[src/design/ephj_pkg.sv]
// Register indices, reset values and filter constants for the edge-interrupt port block
package ephj_pkg;

    localparam int unsigned FILTER_SAMPLES = 4;
    localparam int unsigned WB_ADR_W       = 8;
    localparam int unsigned IDX_W          = 6;

    localparam logic [IDX_W-1:0] IDX_PP_POL   = 6'h1d;
    localparam logic [IDX_W-1:0] IDX_PP_IE    = 6'h1e;
    localparam logic [IDX_W-1:0] IDX_PP_FLAG  = 6'h1f;
    localparam logic [IDX_W-1:0] IDX_PH_DATA  = 6'h20;
    localparam logic [IDX_W-1:0] IDX_PH_PIN   = 6'h21;
    localparam logic [IDX_W-1:0] IDX_PH_DIR   = 6'h22;
    localparam logic [IDX_W-1:0] IDX_PH_RDR   = 6'h23;
    localparam logic [IDX_W-1:0] IDX_PH_PULL  = 6'h24;
    localparam logic [IDX_W-1:0] IDX_PH_POL   = 6'h25;
    localparam logic [IDX_W-1:0] IDX_PH_IE    = 6'h26;
    localparam logic [IDX_W-1:0] IDX_PH_FLAG  = 6'h27;
    localparam logic [IDX_W-1:0] IDX_PJ_DATA  = 6'h28;
    localparam logic [IDX_W-1:0] IDX_PJ_PIN   = 6'h29;
    localparam logic [IDX_W-1:0] IDX_PJ_DIR   = 6'h2a;
    localparam logic [IDX_W-1:0] IDX_PJ_RDR   = 6'h2b;
    localparam logic [IDX_W-1:0] IDX_PJ_PULL  = 6'h2c;
    localparam logic [IDX_W-1:0] IDX_PJ_POL   = 6'h2d;
    localparam logic [IDX_W-1:0] IDX_PJ_IE    = 6'h2e;
    localparam logic [IDX_W-1:0] IDX_PJ_FLAG  = 6'h2f;

    localparam logic [7:0] PJ_IMPL_MASK = 8'hc3;
    localparam logic [7:0] REG_RST      = 8'h00;
    localparam logic [7:0] PH_PULL_RST  = 8'h00;
    localparam logic [7:0] PJ_PULL_RST  = 8'hc3;

    localparam int unsigned PJ_TX_BIT = 7;
    localparam int unsigned PJ_RX_BIT = 6;

endpackage : ephj_pkg

[src/design/ephj_edge_filter.sv]
// Per-pin glitch filter and active-edge detector
`timescale 1ns/1ns
module ephj_edge_filter #(
    parameter int unsigned N       = 24,
    parameter int unsigned SAMPLES = ephj_pkg::FILTER_SAMPLES
) (
    input  wire logic         i_clk_sys,
    input  wire logic         i_rst,
    input  wire logic         i_ce,
    input  wire logic [N-1:0] i_level,
    input  wire logic [N-1:0] i_polarity,
    output logic      [N-1:0] o_edge
);
    import ephj_pkg::*;

    typedef struct packed {
        logic [N-1:0][2:0] cnt;
        logic [N-1:0]      armed;
        logic [N-1:0]      edge_seen;
    } ephj_filt_t;

    localparam logic [2:0] LAST = 3'(SAMPLES - 1);

    ephj_filt_t st;
    ephj_filt_t next_st;
    logic       active;

    always_comb begin
        next_st = st;
        active  = 1'b0;
        next_st.edge_seen = '0;
        for (int i = 0; i < N; i++) begin
            // Polarity 1: high is active, 0: low is active
            active = i_level[i] ~^ i_polarity[i];
            if (active) begin
                if (st.armed[i]) begin
                    // Fourth active sample after four passive ones
                    if (st.cnt[i] == LAST) begin
                        next_st.edge_seen[i] = 1'b1;
                        next_st.armed[i]     = 1'b0;
                        next_st.cnt[i]       = 3'h0;
                    end else begin
                        next_st.cnt[i] = st.cnt[i] + 3'h1;
                    end
                end else begin
                    next_st.cnt[i] = 3'h0;
                end
            end else begin
                if (st.armed[i]) begin
                    next_st.cnt[i] = 3'h0;
                end else if (st.cnt[i] == LAST) begin
                    next_st.armed[i] = 1'b1;
                    next_st.cnt[i]   = 3'h0;
                end else begin
                    next_st.cnt[i] = st.cnt[i] + 3'h1;
                end
            end
        end
    end

    always_ff @(posedge i_clk_sys or posedge i_rst) begin
        if (i_rst) begin
            st <= '0;
        end else if (i_ce) begin
            st <= next_st;
        end
    end

    assign o_edge = st.edge_seen;

endmodule : ephj_edge_filter

[src/design/ephj_gpio_top.sv]
// Ports H and J with edge interrupts on ports P, H and J, Wishbone register slave
`timescale 1ns/1ns
module ephj_gpio_top (
    input  wire logic                           i_clk_sys,
    input  wire logic                           i_rst,
    input  wire logic                           i_ce,
    input  wire logic                           i_wb_cyc,
    input  wire logic                           i_wb_stb,
    input  wire logic                           i_wb_we,
    input  wire logic [ephj_pkg::WB_ADR_W-1:0]  i_wb_adr,
    input  wire logic [3:0]                     i_wb_sel,
    input  wire logic [31:0]                    i_wb_dat,
    output logic      [31:0]                    o_wb_dat,
    output logic                                o_wb_ack,
    input  wire logic [7:0]                     i_pp_pin,
    output logic      [7:0]                     o_pp_pull_down,
    input  wire logic [7:0]                     i_ph_pin,
    output logic      [7:0]                     o_ph_out,
    output logic      [7:0]                     o_ph_oe,
    output logic      [7:0]                     o_ph_reduced,
    output logic      [7:0]                     o_ph_pull_en,
    output logic      [7:0]                     o_ph_pull_down,
    input  wire logic [7:0]                     i_pj_pin,
    output logic      [7:0]                     o_pj_out,
    output logic      [7:0]                     o_pj_oe,
    output logic      [7:0]                     o_pj_reduced,
    output logic      [7:0]                     o_pj_pull_en,
    output logic      [7:0]                     o_pj_pull_down,
    input  wire logic [7:0]                     i_spi_own,
    input  wire logic [7:0]                     i_spi_out,
    input  wire logic [7:0]                     i_spi_oe,
    input  wire logic                           i_can2_en,
    input  wire logic                           i_can2_tx,
    input  wire logic                           i_i2c_en,
    input  wire logic                           i_i2c_scl_low,
    input  wire logic                           i_i2c_sda_low,
    input  wire logic                           i_can1_en,
    input  wire logic                           i_can1_tx,
    output logic                                o_irq_p,
    output logic                                o_irq_h,
    output logic                                o_irq_j
);
    import ephj_pkg::*;

    typedef struct packed {
        logic        ack;
        logic [7:0]  rdata;
        logic [7:0]  pp_s1;
        logic [7:0]  pp_s2;
        logic [7:0]  ph_s1;
        logic [7:0]  ph_s2;
        logic [7:0]  pj_s1;
        logic [7:0]  pj_s2;
        logic [7:0]  pp_pol;
        logic [7:0]  pp_ie;
        logic [7:0]  pp_flag;
        logic [7:0]  ph_data;
        logic [7:0]  ph_dir;
        logic [7:0]  ph_rdr;
        logic [7:0]  ph_pull;
        logic [7:0]  ph_pol;
        logic [7:0]  ph_ie;
        logic [7:0]  ph_flag;
        logic [7:0]  pj_data;
        logic [7:0]  pj_dir;
        logic [7:0]  pj_rdr;
        logic [7:0]  pj_pull;
        logic [7:0]  pj_pol;
        logic [7:0]  pj_ie;
        logic [7:0]  pj_flag;
        logic [7:0]  ph_out;
        logic [7:0]  ph_oe;
        logic [7:0]  ph_red;
        logic [7:0]  ph_pen;
        logic [7:0]  ph_pdn;
        logic [7:0]  pj_out;
        logic [7:0]  pj_oe;
        logic [7:0]  pj_red;
        logic [7:0]  pj_pen;
        logic [7:0]  pj_pdn;
        logic [2:0]  irq;
    } ephj_state_t;

    localparam ephj_state_t ST_RESET = '{pj_pull: PJ_PULL_RST, ph_pull: PH_PULL_RST, default: '0};

    ephj_state_t st;
    ephj_state_t next_st;
    logic [23:0] edges;
    logic        req;
    logic        wr;
    logic [7:0]  wd;
    logic [7:0]  rd;
    logic [7:0]  ph_oe_c;
    logic [7:0]  ph_out_c;
    logic [7:0]  pj_oe_c;
    logic [7:0]  pj_out_c;
    logic [7:0]  pj_i2c_c;

    // Register index match on a word-aligned address
    function automatic logic hit(input logic [WB_ADR_W-1:0] adr, input logic [IDX_W-1:0] idx);
        hit = (adr[WB_ADR_W-1:2] == idx);
    endfunction : hit

    // Port data read: latch for outputs, pin for inputs
    function automatic logic [7:0] data_rd(input logic [7:0] dir, input logic [7:0] lat, input logic [7:0] pin);
        data_rd = (dir & lat) | (~dir & pin);
    endfunction : data_rd

    // Write-one-to-clear flag update with set priority
    function automatic logic [7:0] flag_upd(input logic [7:0] flag, input logic [7:0] clr, input logic [7:0] set);
        flag_upd = (flag & ~clr) | set;
    endfunction : flag_upd

    ephj_edge_filter #(
        .N       (24),
        .SAMPLES (FILTER_SAMPLES)
    ) u_filter (
        .i_clk_sys  (i_clk_sys),
        .i_rst      (i_rst),
        .i_ce       (i_ce),
        .i_level    ({st.pj_s2, st.ph_s2, st.pp_s2}),
        .i_polarity ({st.pj_pol, st.ph_pol, st.pp_pol}),
        .o_edge     (edges)
    );

    always_comb begin
        next_st = st;
        req     = i_wb_cyc & i_wb_stb & ~st.ack;
        wr      = req & i_wb_we & i_wb_sel[0];
        wd      = i_wb_dat[7:0];
        rd      = 8'h00;

        // Two-stage pin synchronisers
        next_st.pp_s1 = i_pp_pin;
        next_st.pp_s2 = st.pp_s1;
        next_st.ph_s1 = i_ph_pin;
        next_st.ph_s2 = st.ph_s1;
        next_st.pj_s1 = i_pj_pin;
        next_st.pj_s2 = st.pj_s1;

        // Register writes, pin-input indices have no write path
        if (wr && hit(i_wb_adr, IDX_PP_POL))  next_st.pp_pol  = wd;
        if (wr && hit(i_wb_adr, IDX_PP_IE))   next_st.pp_ie   = wd;
        if (wr && hit(i_wb_adr, IDX_PH_DATA)) next_st.ph_data = wd;
        if (wr && hit(i_wb_adr, IDX_PH_DIR))  next_st.ph_dir  = wd;
        if (wr && hit(i_wb_adr, IDX_PH_RDR))  next_st.ph_rdr  = wd;
        if (wr && hit(i_wb_adr, IDX_PH_PULL)) next_st.ph_pull = wd;
        if (wr && hit(i_wb_adr, IDX_PH_POL))  next_st.ph_pol  = wd;
        if (wr && hit(i_wb_adr, IDX_PH_IE))   next_st.ph_ie   = wd;
        if (wr && hit(i_wb_adr, IDX_PJ_DATA)) next_st.pj_data = wd & PJ_IMPL_MASK;
        if (wr && hit(i_wb_adr, IDX_PJ_DIR))  next_st.pj_dir  = wd & PJ_IMPL_MASK;
        if (wr && hit(i_wb_adr, IDX_PJ_RDR))  next_st.pj_rdr  = wd & PJ_IMPL_MASK;
        if (wr && hit(i_wb_adr, IDX_PJ_PULL)) next_st.pj_pull = wd & PJ_IMPL_MASK;
        if (wr && hit(i_wb_adr, IDX_PJ_POL))  next_st.pj_pol  = wd & PJ_IMPL_MASK;
        if (wr && hit(i_wb_adr, IDX_PJ_IE))   next_st.pj_ie   = wd & PJ_IMPL_MASK;

        // Sticky edge flags with write-one-to-clear
        next_st.pp_flag = flag_upd(st.pp_flag, (wr && hit(i_wb_adr, IDX_PP_FLAG)) ? wd : 8'h00,
                                   edges[7:0]);
        next_st.ph_flag = flag_upd(st.ph_flag, (wr && hit(i_wb_adr, IDX_PH_FLAG)) ? wd : 8'h00,
                                   edges[15:8]);
        next_st.pj_flag = flag_upd(st.pj_flag, (wr && hit(i_wb_adr, IDX_PJ_FLAG)) ? wd : 8'h00,
                                   edges[23:16] & PJ_IMPL_MASK);

        // Read mux, unmapped words read zero
        case (i_wb_adr[WB_ADR_W-1:2])
            IDX_PP_POL:  rd = st.pp_pol;
            IDX_PP_IE:   rd = st.pp_ie;
            IDX_PP_FLAG: rd = st.pp_flag;
            IDX_PH_DATA: rd = data_rd(st.ph_dir, st.ph_data, st.ph_s2);
            IDX_PH_PIN:  rd = st.ph_s2;
            IDX_PH_DIR:  rd = st.ph_dir;
            IDX_PH_RDR:  rd = st.ph_rdr;
            IDX_PH_PULL: rd = st.ph_pull;
            IDX_PH_POL:  rd = st.ph_pol;
            IDX_PH_IE:   rd = st.ph_ie;
            IDX_PH_FLAG: rd = st.ph_flag;
            IDX_PJ_DATA: rd = data_rd(st.pj_dir, st.pj_data, st.pj_s2) & PJ_IMPL_MASK;
            IDX_PJ_PIN:  rd = st.pj_s2 & PJ_IMPL_MASK;
            IDX_PJ_DIR:  rd = st.pj_dir;
            IDX_PJ_RDR:  rd = st.pj_rdr;
            IDX_PJ_PULL: rd = st.pj_pull;
            IDX_PJ_POL:  rd = st.pj_pol;
            IDX_PJ_IE:   rd = st.pj_ie;
            IDX_PJ_FLAG: rd = st.pj_flag;
            default:     rd = 8'h00;
        endcase

        next_st.ack = req;
        if (req) begin
            next_st.rdata = rd;
        end

        // Port H: SPI owns selected pins, else direction bits
        ph_oe_c  = (i_spi_own & i_spi_oe) | (~i_spi_own & st.ph_dir);
        ph_out_c = (i_spi_own & i_spi_out) | (~i_spi_own & st.ph_data);
        next_st.ph_oe  = ph_oe_c;
        next_st.ph_out = ph_out_c;
        next_st.ph_red = st.ph_rdr & ph_oe_c;
        next_st.ph_pen = st.ph_pull & ~ph_oe_c;
        next_st.ph_pdn = st.ph_pol;

        // Port J: general-purpose default on implemented bits
        pj_oe_c   = st.pj_dir & PJ_IMPL_MASK;
        pj_out_c  = st.pj_data & PJ_IMPL_MASK;
        pj_i2c_c  = 8'h00;
        if (i_can2_en) begin
            // Second CAN: transmit out, receive in
            pj_oe_c[PJ_TX_BIT]  = 1'b1;
            pj_out_c[PJ_TX_BIT] = i_can2_tx;
            pj_oe_c[PJ_RX_BIT]  = 1'b0;
            pj_out_c[PJ_RX_BIT] = 1'b0;
        end else if (i_i2c_en) begin
            // I2C: drive low only
            pj_i2c_c[PJ_TX_BIT] = 1'b1;
            pj_i2c_c[PJ_RX_BIT] = 1'b1;
            pj_oe_c[PJ_TX_BIT]  = i_i2c_scl_low;
            pj_out_c[PJ_TX_BIT] = 1'b0;
            pj_oe_c[PJ_RX_BIT]  = i_i2c_sda_low;
            pj_out_c[PJ_RX_BIT] = 1'b0;
        end else if (i_can1_en) begin
            pj_oe_c[PJ_TX_BIT]  = 1'b1;
            pj_out_c[PJ_TX_BIT] = i_can1_tx;
            pj_oe_c[PJ_RX_BIT]  = 1'b0;
            pj_out_c[PJ_RX_BIT] = 1'b0;
        end
        next_st.pj_oe  = pj_oe_c;
        next_st.pj_out = pj_out_c;
        next_st.pj_red = st.pj_rdr & pj_oe_c & ~pj_i2c_c;
        // Pull on inputs and wired-or pins, pull-down only on inputs
        next_st.pj_pen = st.pj_pull & PJ_IMPL_MASK & ((~pj_oe_c & ~pj_i2c_c) | (pj_i2c_c & ~st.pj_pol));
        next_st.pj_pdn = st.pj_pol & ~pj_i2c_c;

        // One request line per port, flag masked by enable
        next_st.irq[0] = |(st.pp_flag & st.pp_ie);
        next_st.irq[1] = |(st.ph_flag & st.ph_ie);
        next_st.irq[2] = |(st.pj_flag & st.pj_ie);
    end

    always_ff @(posedge i_clk_sys or posedge i_rst) begin
        if (i_rst) begin
            st <= ST_RESET;
        end else if (i_ce) begin
            st <= next_st;
        end
    end

    assign o_wb_dat       = {24'h0000_00, st.rdata};
    assign o_wb_ack       = st.ack;
    assign o_pp_pull_down = st.pp_pol;
    assign o_ph_out       = st.ph_out;
    assign o_ph_oe        = st.ph_oe;
    assign o_ph_reduced   = st.ph_red;
    assign o_ph_pull_en   = st.ph_pen;
    assign o_ph_pull_down = st.ph_pdn;
    assign o_pj_out       = st.pj_out;
    assign o_pj_oe        = st.pj_oe;
    assign o_pj_reduced   = st.pj_red;
    assign o_pj_pull_en   = st.pj_pen;
    assign o_pj_pull_down = st.pj_pdn;
    assign o_irq_p        = st.irq[0];
    assign o_irq_h        = st.irq[1];
    assign o_irq_j        = st.irq[2];

endmodule : ephj_gpio_top

[config.mk]
export PLATFORM = sky130hd
export DESIGN_NAME = ephj_gpio_top
export DESIGN_NICKNAME = d
export VERILOG_FILES = /design/src/design/ephj_pkg.sv /design/src/design/ephj_edge_filter.sv /design/src/design/ephj_gpio_top.sv
export SDC_FILE = /design/constraint.sdc
export NUM_CORES = 1
export LEC_CHECK = 0
export BUFFER_PORTS_ARGS = -buffer_cell sky130_fd_sc_hd__buf_2
export CORE_MARGIN = 4
export CORE_UTILIZATION = 25
export DETAILED_ROUTE_END_ITERATION = 10
export HOLD_SLACK_MARGIN = 0.03
export SLEW_MARGIN = 5
export SYNTH_ARGS = -nofsm -noshare
export SYNTH_HDL_FRONTEND = slang
export SYNTH_HIERARCHICAL = 1
export SYNTH_SLANG_ARGS = --single-unit
[constraint.sdc]
create_clock -name i_clk_sys -period 9.2 [get_ports i_clk_sys]
set_input_delay 1.38 -clock i_clk_sys [delete_from_list [all_inputs] [get_ports i_clk_sys]]
set_output_delay 1.38 -clock i_clk_sys [all_outputs]
set_load 0.01 [all_outputs]
## Yosys cells after proc, flatten, opt, wreduce, memory -nomap -nowiden

Cells that the tools add are included.

| word-level totals | value |
|---|---|
| flip-flop bits (word level) | 364 |
| input port bits | 105 |
| word-level logic and storage cells | 505 |

| cells by class | value |
|---|---|
| add/sub/neg operators | 24 |
| eq/ne operators | 43 |
| muxes and demuxes | 276 |
| bitwise operators | 65 |
| reductions and logical operators | 35 |

Operators with widths:

| cell | number |
|---|---|
| 2-to-1 mux 3 bit | 96 |
| AND 8 bit | 22 |
| 2-to-1 mux 1 bit | 168 |
| one-hot mux 8 bit (19 select lines) | 1 |
| equality test 6 bit, second input constant | 16 |
| inverter 8 bit | 10 |
| adder 3 x 1 -> 3 bit, second input constant | 24 |
| equality test 3 x 2 -> 1 bit, second input constant | 24 |
| OR 8 bit | 8 |
| AND reduction 2 bit | 15 |
| 2-to-1 mux 8 bit | 3 |
| OR reduction 8 bit | 3 |
| bitwise XNOR 1 bit | 20 |
| equality test 6 x 5 -> 1 bit, second input constant | 3 |
| logical AND 1 bit | 17 |
| 2-to-1 mux 2 bit | 8 |
| AND 1 bit | 4 |
| inverter 1 bit | 1 |

## Logic depth before layout (Yosys ltp)

Gate-level depths: netlist of run 1.

| logic depth | value |
|---|---|
| depth in word-level cells | 9 |
| gate-level depth with buffers | 8 |

## Modules after synthesis

The synthesis of run 1 kept the hierarchy.

Modules (own cells, without submodules):

| module | times used | cells an instance | area each (um^2) | seq. area each (um^2) |
|---|---|---|---|---|
| ephj_gpio_top | 1 | 967 | 11288.3 | 5810.6 |
| ephj_edge_filter | 1 | 548 | 6264.8 | 3002.9 |

## Worst setup path before layout of run 1

OpenSTA, ideal clock, no wires.

| timing | value |
|---|---|
| kind | input to register |
| from | input i_wb_adr[6] (netlist name) |
| to | register st[187] (netlist name) |
| library setup time | 0.125 ns |
| arrival time | 2.868 ns |
| required time | 9.075 ns |
| slack | 6.207 ns |
| stages | 5 |
| buffers on the path | 2 |
| path through | buf_6 -> or4b_4 -> buf_6 -> nor4_4 -> mux2_2 |

| on the way | value |
|---|---|
| word-level cells in the longest chain between the ends | 3 |

Ends and longest elaborated chain:

| what | line | text |
|---|---|---|
| start, declared | ephj_gpio_top.sv:10 | `input wire logic [ephj_pkg::WB_ADR_W-1:0] i_wb_adr,` |
| equality test 6 bit | ephj_gpio_top.sv:101 | `hit = (adr[WB_ADR_W-1:2] == idx);` |
| logical AND 1 bit | ephj_gpio_top.sv:144 | `if (wr && hit(i_wb_adr, IDX_PH_DATA)) next_st.ph_data = wd;` |
| AND reduction 2 bit (no line) | n/a |  |
| end signal, assigned | ephj_gpio_top.sv:244 | `st <= next_st;` |
| end, declared | ephj_gpio_top.sv:86 | `ephj_state_t st;` |

No other way between the ends.
A chain may end at the register's enable or synchronous reset.

## Final worst setup path of run 1

| timing | value |
|---|---|
| from | input i_ce |
| to | register st[190] (netlist name) |

| on the way | value |
|---|---|
| word-level cells in the longest chain between the ends | 1 |

Ends and longest elaborated chain:

| what | line | text |
|---|---|---|
| start, declared | ephj_gpio_top.sv:6 | `input wire logic i_ce,` |
| AND reduction 2 bit (no line) | n/a |  |

No other way between the ends.

==> flow_metrics.tcl, run 1 <==
set metrics [dict create \
    die_y_um 263 \
    finalClockSkew_ps 27.9 \
    drc 0 \
    arrival_ps 4090 \
    vdd_ir_drop_max_mv 0.106 \
    drv_slew 0 \
    portBuffers 151 \
    hold_depth 1 \
    rrSetupSlack_ps 6420 \
    r2r_end "st[190]$_DFFE_PP0P_" \
    drive_gt1_share_pct 28.2 \
    wl_per_cell_um 18.2 \
    clock_sinks 324 \
    avgViaCountPerCell 4.50 \
    placed_cells 2259 \
    finalCritPeriodShare_pct 39.8 \
    drtAntennaViolNets 0 \
    whs_ps 476 \
    grt.total_usage_pct 11.9 \
    syn-instance-count 1411 \
    leakage_nw 8.36 \
    hold_viol_final 0 \
    min_period_ps 3660 \
    cts_buffer_depth 3 \
    cts_tree "yes" \
    place.gp.congestion 0.847 \
    synth_area_um2 16200 \
    num_vias 10483 \
    htreeDepth 2 \
    fin_area_um2 18300 \
    report.power.total_w 0.00409 \
    final_cell_count_no_fill 2329 \
    layout_commonest_cell "dfrtp_1" \
    grt_pass1_vias 10667 \
    postCtsResizedCells 0 \
    worst_pin_slew_ps 943 \
    cap_violations 0 \
    relSlewSlack_pct 37.1 \
    ctsRootBufferMaster "clkbuf_16" \
    most-common-layout-cells "dfrtp_1, mux2_2, buf_2" \
    min_from "u_filter/st[48]$_DFFE_PP0P_" \
    drt-initial-drc-count 811 \
    die_area_um2 69000 \
    grt_max_degree 99 \
    powerDensity_nw_per_um2 224 \
    min_path_type "flop to flop" \
    start_util_pct 25.2 \
    coreArea_um2 64300 \
    path_max_fanout 80 \
    cp-end-kind "flop" \
    die_w_um 263 \
    clock.fmax_ghz 0.273 \
    start_kind "input pin" \
    postPlaceCellArea_um2 17000 \
    status "finished clean" \
    ys.warnings.count 6 \
    tns_ps 0 \
    rsz0062_at_grt "false" \
    worstPathRequired_ps 9630 \
    cts_buffers 39 \
    regToRegStartpoint "o_wb_ack$_DFFE_PP0P_" \
    post_cts_buffers 0 \
    area_growth_pct 12.6 \
    overflow 0 \
    fin_nets 1570 \
    rr_worst_depth 5 \
    grt_pass1_wl_um 65800 \
    holdBufCountCts 0 \
    antenna_found_initial 4 \
    crit_type "input pin to flop" \
    clk_latency_ps 560 \
    rows 93 \
    syn_avg_cell_area_um2 11.5 \
    dp_hpwl_um 30100 \
    io_pins 229 \
    drt_pass1_iterations 5 \
    cts.clk_slew.worst_paths_ps 60 \
    setup_viol 0 \
    drt_wl_total_um 42300 \
    hold-path-endpoint "u_filter/st[48]$_DFFE_PP0P_" \
]
critical path, cell delays in order:
cell and delay [ps]:
buf_8 380, and4b_1 280, buf_4 250, nand3_2 480, nor4_4 810, mux2_2 410
sequential cells by signal, indices dropped and copies added (netlist names), named ones only:
register,flops
o_wb_dat,8
o_pj_out,4
o_irq_h,1
u_filter/st,60
o_ph_reduced,8
st,112
o_irq_p,1
o_wb_ack,1
o_irq_j,1
o_pj_reduced,4
next_st,32
o_pj_pull_en,4
o_ph_pull_en,8
o_ph_pull_down,8
o_pj_oe,4
o_pj_pull_down,4
o_pp_pull_down,8
o_ph_out,8
o_ph_oe,8
u_filter/o_edge,20
metal layers:
layer / vias to the layer above / part of all wire, % / routed length, µm / GRT usage (%)
met5: - / 0.057 / 24 / 0
met4: 4 / 2.3 / 991 / 3.30
met1: 5256 / 45 / 19200 / 16.2
li1: 4851 / - / - / -
met3: 71 / 7.5 / 3170 / 3.36
met2: 301 / 45 / 18900 / 18.7
final cells by class:
cell class	count	area, µm²
antenna	1	2.50
clock inverter	13	169
fill	6638	46100
sequential	324	8110
inverter	97	374
multi-input combinational	821	6550
tap	855	1070
timing repair buffer	162	848
clock buffer	56	1140
power by group:
group / internal [W] / total, W / switching (W)
sequential: 0.00163 / 0.00180 / 0.000175
clock: 0.000947 / 0.00157 / 0.000619
combinational: 0.000387 / 0.000717 / 0.000330
total: 0.00296 / 0.00409 / 0.00112
how the worst max path moves through the flow:
| stage | slack [ps] | startpoint | endpoint | cells after the start |
|---|---|---|---|---|
| floorplan | 1690 | i_rst | next_st[219]$_DFFE_PP0P_ | 1 |
| global route | 5440 | i_ce | st[190]$_DFFE_PP0P_ | 6 |
| detailed placement | 5010 | i_ce | st[190]$_DFFE_PP0P_ | 6 |
| CTS | 5580 | i_ce | st[190]$_DFFE_PP0P_ | 6 |
| global placement | 5030 | i_ce | st[189]$_DFFE_PP0P_ | 6 |
| finish | 5540 | i_ce | st[190]$_DFFE_PP0P_ | 6 |
per-stage QoR:
stage               worst slack [ps]  util (%)
finish                          5540      28.4
global route                    5440      28.4
CTS                             5580      28.4
detailed placement              5010      26.3
global placement                5030      26.3
floorplan                       1690         -
Power figures use the tool's default switching activity.
==> run 2, diff against run 1 <==
--- a/config.mk
+++ b/config.mk
@@ -5,6 +5,7 @@
 export SDC_FILE = /design/constraint.sdc
 export NUM_CORES = 1
 export LEC_CHECK = 0
+export ABC_AREA = 1
 export BUFFER_PORTS_ARGS = -buffer_cell sky130_fd_sc_hd__buf_2
 export CORE_MARGIN = 4
 export CORE_UTILIZATION = 25
==> constraint.sdc (replaced) <==
create_clock -name i_clk_sys -period 3.3 [get_ports i_clk_sys]
set_input_delay 0.495 -clock i_clk_sys [delete_from_list [all_inputs] [get_ports i_clk_sys]]
set_output_delay 0.495 -clock i_clk_sys [all_outputs]
set_load 0.01 [all_outputs]
==> run 2 against run 1 <==
- flip-flop and latch count stayed put
- sequential share of layout area is 1.3 points lower
- hold slack worse by 430 ps
- routed wire length is 14% higher
==> flow_metrics.tcl, run 2 <==
set metrics [dict create \
    ys.warnings.count 6 \
    leakage_nw 9.84 \
    drt_pass1_iterations 5 \
    clock.fmax_ghz 0.473 \
    syn_avg_cell_area_um2 7.35 \
    crit_start "o_wb_ack$_DFFE_PP0P_" \
    worst_pin_slew_ps 845 \
    post_cts_buffers 0 \
    regMostFlops "st" \
    start_util_pct 25.4 \
    clock_sinks 324 \
    grt_max_degree 106 \
    grt.total_usage_pct 13.3 \
    avgViaCountPerCell 4.31 \
    setup_viol 0 \
    worst_path_max_delay_cell "nand2_1" \
    htreeDepth 2 \
    place.gp.congestion 0.903 \
    rsz0062_at_grt "false" \
    die_y_um 267 \
    wl_met1_um 22200 \
    synth_area_um2 16800 \
    coreArea_um2 66100 \
    drt_wl_total_um 48300 \
    finalClockSkew_ps 13.5 \
    ctsRootBufferMaster "clkbuf_16" \
    pre_cts_ws_ps 878 \
    postCtsResizedCells 0 \
    hold_viol_final 0 \
    cts.clk_slew.worst_paths_ps 60 \
    maxUsedRoutingLayer "met5" \
    dp_hpwl_um 35100 \
    layout_commonest_cell "nand2_1" \
    grt_pass1_wl_um 74400 \
    path_max_fanout 16 \
    placed_cells 3153 \
    cap_violations 0 \
    drtAntennaViolNets 0 \
    path_cells "inv_1, nand3_1, inv_1, nand3_1, nor2_4, nand2_1, o21ai_0" \
    dr_wl_met2_um 21500 \
    postPlaceCellArea_um2 17600 \
    layout_setup_ws_ps 1180 \
    crit_buf_inv 2 \
    most-common-layout-cells "nand2_1, dfrtp_1, o21ai_0" \
    drt-initial-drc-count 1041 \
    relSlewSlack_pct 43.7 \
    portBuffers 151 \
    die_area_um2 71300 \
    report.power.total_w 0.0102 \
    grt_pass1_vias 12886 \
    cts_buffers 37 \
    holdBufCountCts 0 \
    regToRegStartpoint "o_wb_ack$_DFFE_PP0P_" \
    status "finished clean" \
    min_path_type "input pin to async pin" \
    drive_gt1_share_pct 10.4 \
    largest_register_ffs 112 \
    clk_latency_ps 550 \
    io_pins 229 \
    met3WireLength_um 3590 \
    rows 94 \
    worstPathRequired_ps 3750 \
    finalCritPeriodShare_pct 64.1 \
    drc 0 \
    area_growth_pct 12.2 \
    die_w_um 267 \
    overflow 0 \
    cp_slowest_stage_delay_ps 480 \
    fin_nets 2453 \
    arrival_ps 2570 \
    cp-end-kind "flop" \
    final_cell_count_no_fill 3220 \
    cts_tree "yes" \
    syn-instance-count 2281 \
    vdd_ir_drop_max_mv 0.265 \
    wl_per_cell_um 15.0 \
    num_vias 13890 \
    fin_area_um2 18800 \
    drv_slew 0 \
    crit_type "flop to flop" \
    cts_buffer_depth 3 \
    cp_top_family "simple AND/OR/NAND/NOR gates" \
    min_period_ps 2120 \
    antenna_found_initial 6 \
    powerDensity_nw_per_um2 541 \
    start_kind "flop" \
]
==> run 2: layout make-up <==
cell class,count,area [µm²]
Antenna cell,1,2.50
Clock buffer,53,1030
Clock inverter,13,150
Fill cell,7196,47300
Inverter,166,631
Multi-Input combinational cell,1631,6860
Sequential cell,324,8110
Tap cell,864,1080
Timing Repair Buffer,168,952
==> run 2: layer usage <==
layer / GRT usage, % / up-vias
li1: - / 6988
met1: 18.6 / 6463
met2: 20.5 / 366
met3: 3.04 / 65
met4: 3.74 / 8
met5: 0 / -
==> run 2: through the flow <==
step / util (%) / TNS, ps / hold WS [ps]
final: 28.5 / 0 / 48.3
after global routing: 28.5 / 0 / 97.2
after CTS: 28.5 / 0 / 54.9
after detailed placement: 26.7 / 0 / 455
after global placement: 26.7 / 0 / 453
after floorplan: - / -25470 / 442
==> run 2: final timing paths <==
kind	endpoint	slack [ps]	cells after the start
max	st[194]$_DFFE_PP0P_	1180	7
min	u_filter/st[56]$_DFFE_PP0P_	50	2
max reg2reg	st[194]$_DFFE_PP0P_	1180	7
min reg2reg	o_ph_pull_down[0]$_DFFE_PP0P_	470	2
max in group asynchronous	o_pj_reduced[0]$_DFFE_PP0P_	2340	3
min in group i_clk_sys	next_st[226]$_DFFE_PP0P_	150	3
==> run 2: where the power goes <==
group / total (W) / internal, W / switching (W)
sequential: 0.00472 / 0.00437 / 0.000348
clock: 0.00410 / 0.00240 / 0.00169
combinational: 0.00137 / 0.000471 / 0.000896
total: 0.0102 / 0.00725 / 0.00294
==> run 3, diff against run 2 <==
==> constraint.sdc (replaced) <==
create_clock -name i_clk_sys -period 1.9 [get_ports i_clk_sys]
set_input_delay 0.285 -clock i_clk_sys [delete_from_list [all_inputs] [get_ports i_clk_sys]]
set_output_delay 0.285 -clock i_clk_sys [all_outputs]
set_load 0.01 [all_outputs]
==> run 3 against run 2 <==
- critical path depth rose by 2
- design area up 3.1%
- cell count rose by 1.6%
- hold slack worse by 11 ps
- clock power grew 78%
- count of clock-buffer cells in the layout is the same
- largest cell class unchanged
- via count is 1.2% higher
- core utilization grew 0.90 points
- fmax is 20% higher
- worst setup slack worse by 1100 ps
- first-iteration DRC count rose by 6.6%
==> flow_metrics.tcl, run 3 (synthesis gave the netlist of run 2 again) <==
set metrics [dict create \
    drt_wl_total_um 47900 \
    finalCritPeriodShare_pct 93.0 \
    cts_buffer_depth 3 \
    drv_slew 0 \
    vdd_ir_drop_max_mv 0.490 \
    cts.clk_slew.worst_paths_ps 60 \
    tns_ps 0 \
    cp-end-kind "flop" \
    crit_type "flop to flop" \
    coreArea_um2 66100 \
    cap_violations 0 \
    regMostFlops "st" \
    dp_hpwl_um 35500 \
    cts_buffers 37 \
    num_vias 14062 \
    rrSetupSlack_ps 130 \
    grt_pass1_vias 13326 \
    die_area_um2 71300 \
    portBuffers 151 \
    endpoint "st[99]$_DFFE_PP0P_" \
    antenna_found_initial 1 \
    drc 0 \
    clock.fmax_ghz 0.566 \
    leakage_nw 10.1 \
    drive_gt1_share_pct 11.5 \
    rsz0062_at_grt "true" \
    wl_per_cell_um 14.6 \
    overflow 0 \
    pre_cts_ws_ps 117 \
    min_period_ps 1770 \
    drt_pass1_iterations 5 \
    crit_start "o_wb_ack$_DFFE_PP0P_" \
    htreeDepth 2 \
    r2r_end "st[99]$_DFFE_PP0P_" \
    regToRegStartpoint "o_wb_ack$_DFFE_PP0P_" \
    min_path_type "input pin to flop" \
    fin_nets 2507 \
    clk_latency_ps 550 \
    largest_register_ffs 112 \
    postCtsResizedCells 0 \
    avgViaCountPerCell 4.30 \
    layout_setup_ws_ps 133 \
    status "finished clean" \
    arrival_ps 2170 \
    finalClockSkew_ps 15.0 \
    ctsRootBufferMaster "clkbuf_16" \
    relSlewSlack_pct 58.3 \
    rr_worst_depth 9 \
    grt_max_degree 76 \
    die_y_um 267 \
    grt.total_usage_pct 13.4 \
    drtAntennaViolNets 0 \
    rows 94 \
    path_max_fanout 8 \
    hold_viol_final 0 \
    layout_commonest_cell "nand2_1" \
    drt-initial-drc-count 1110 \
    worstPathRequired_ps 2300 \
    worst_pin_slew_ps 626 \
    die_w_um 267 \
    fill_cells 7146 \
    start_util_pct 25.4 \
    whs_ps 37.0 \
    powerDensity_nw_per_um2 924 \
    cts_tree "yes" \
    setup_viol 0 \
    clock_sinks 324 \
    area_growth_pct 15.7 \
    place.gp.congestion 0.909 \
    grt_pass1_wl_um 75600 \
    most-common-layout-cells "nand2_1, dfrtp_1, o21ai_0" \
    start_kind "flop" \
    diodes 0 \
    io_pins 229 \
]
## run 3: power by group
part | switching [W] | internal [W]
registers | 0.000611 | 0.00760
clock network | 0.00292 | 0.00437
logic | 0.00156 | 0.000878
## run 3: worst min path at each step
stage / end / from / cells after the start / slack [ps]
after floorplan: o_pj_out[6]$_DFFE_PP0P_ / i_can1_en / 1 / 390
after global placement: st[241]$_DFFE_PP0P_ / i_rst / 2 / 290
after detailed placement: st[241]$_DFFE_PP0P_ / i_rst / 2 / 300
after CTS: o_ph_out[2]$_DFFE_PP0P_ / i_spi_out[2] / 3 / 30
after global routing: o_pj_out[7]$_DFFE_PP0P_ / i_can2_en / 3 / 50
final: next_st[238]$_DFFE_PP0P_ / i_ph_pin[3] / 3 / 40
## run 3: cell type report
class	count	area, µm²	share of cell area (%)
repair buffers	222	1480	7.60
flip-flops and latches	324	8110	41.8
clock inverters	13	169	0.870
well taps	864	1080	5.57
inverters	166	633	3.26
clock buffers	53	1080	5.54
multi-input cells	1631	6860	35.4
## run 3: worst max-delay path: stages, from the launching register on
cell     delay [ps]
dfrtp_1         370
inv_1            70
nand3_1          80
inv_1            60
nand3_1         170
nor2_4          260
buf_4           200
nand3_1         210
nand2_1         120
o21ai_0          80
## run 3: through the flow
stage / utilization, % / total power (W) / std cells / cell area, µm²
final: 29.4 / 0.0179 / 3273 / 19400
after global routing: 29.4 / 0.0190 / 3273 / 19400
after CTS: 29.4 / 0.0182 / 3272 / 19400
after detailed placement: 27.1 / 0.0107 / 3179 / 17900
after global placement: 27.1 / 0.0106 / 3179 / 17900
after floorplan: - / 0.0100 / 2324 / 16900
## run 3: layer usage
metal	GRT usage [%]	vias to the layer above	part of all wire, %
met1	19.3	6487	48
met2	20.6	373	43
li1	-	7134	-
met4	4.11	0	2.6
met5	0	-	0
met3	2.50	68	6.2
## run 3: timing repair
| item | CTS | global route |
|---|---|---|
| setup endpoints to repair | 0 | 2 |
| hold buffers | 27 | 0 |
| setup buffers | 0 | 1 |
| hold endpoints to repair | 68 | 0 |
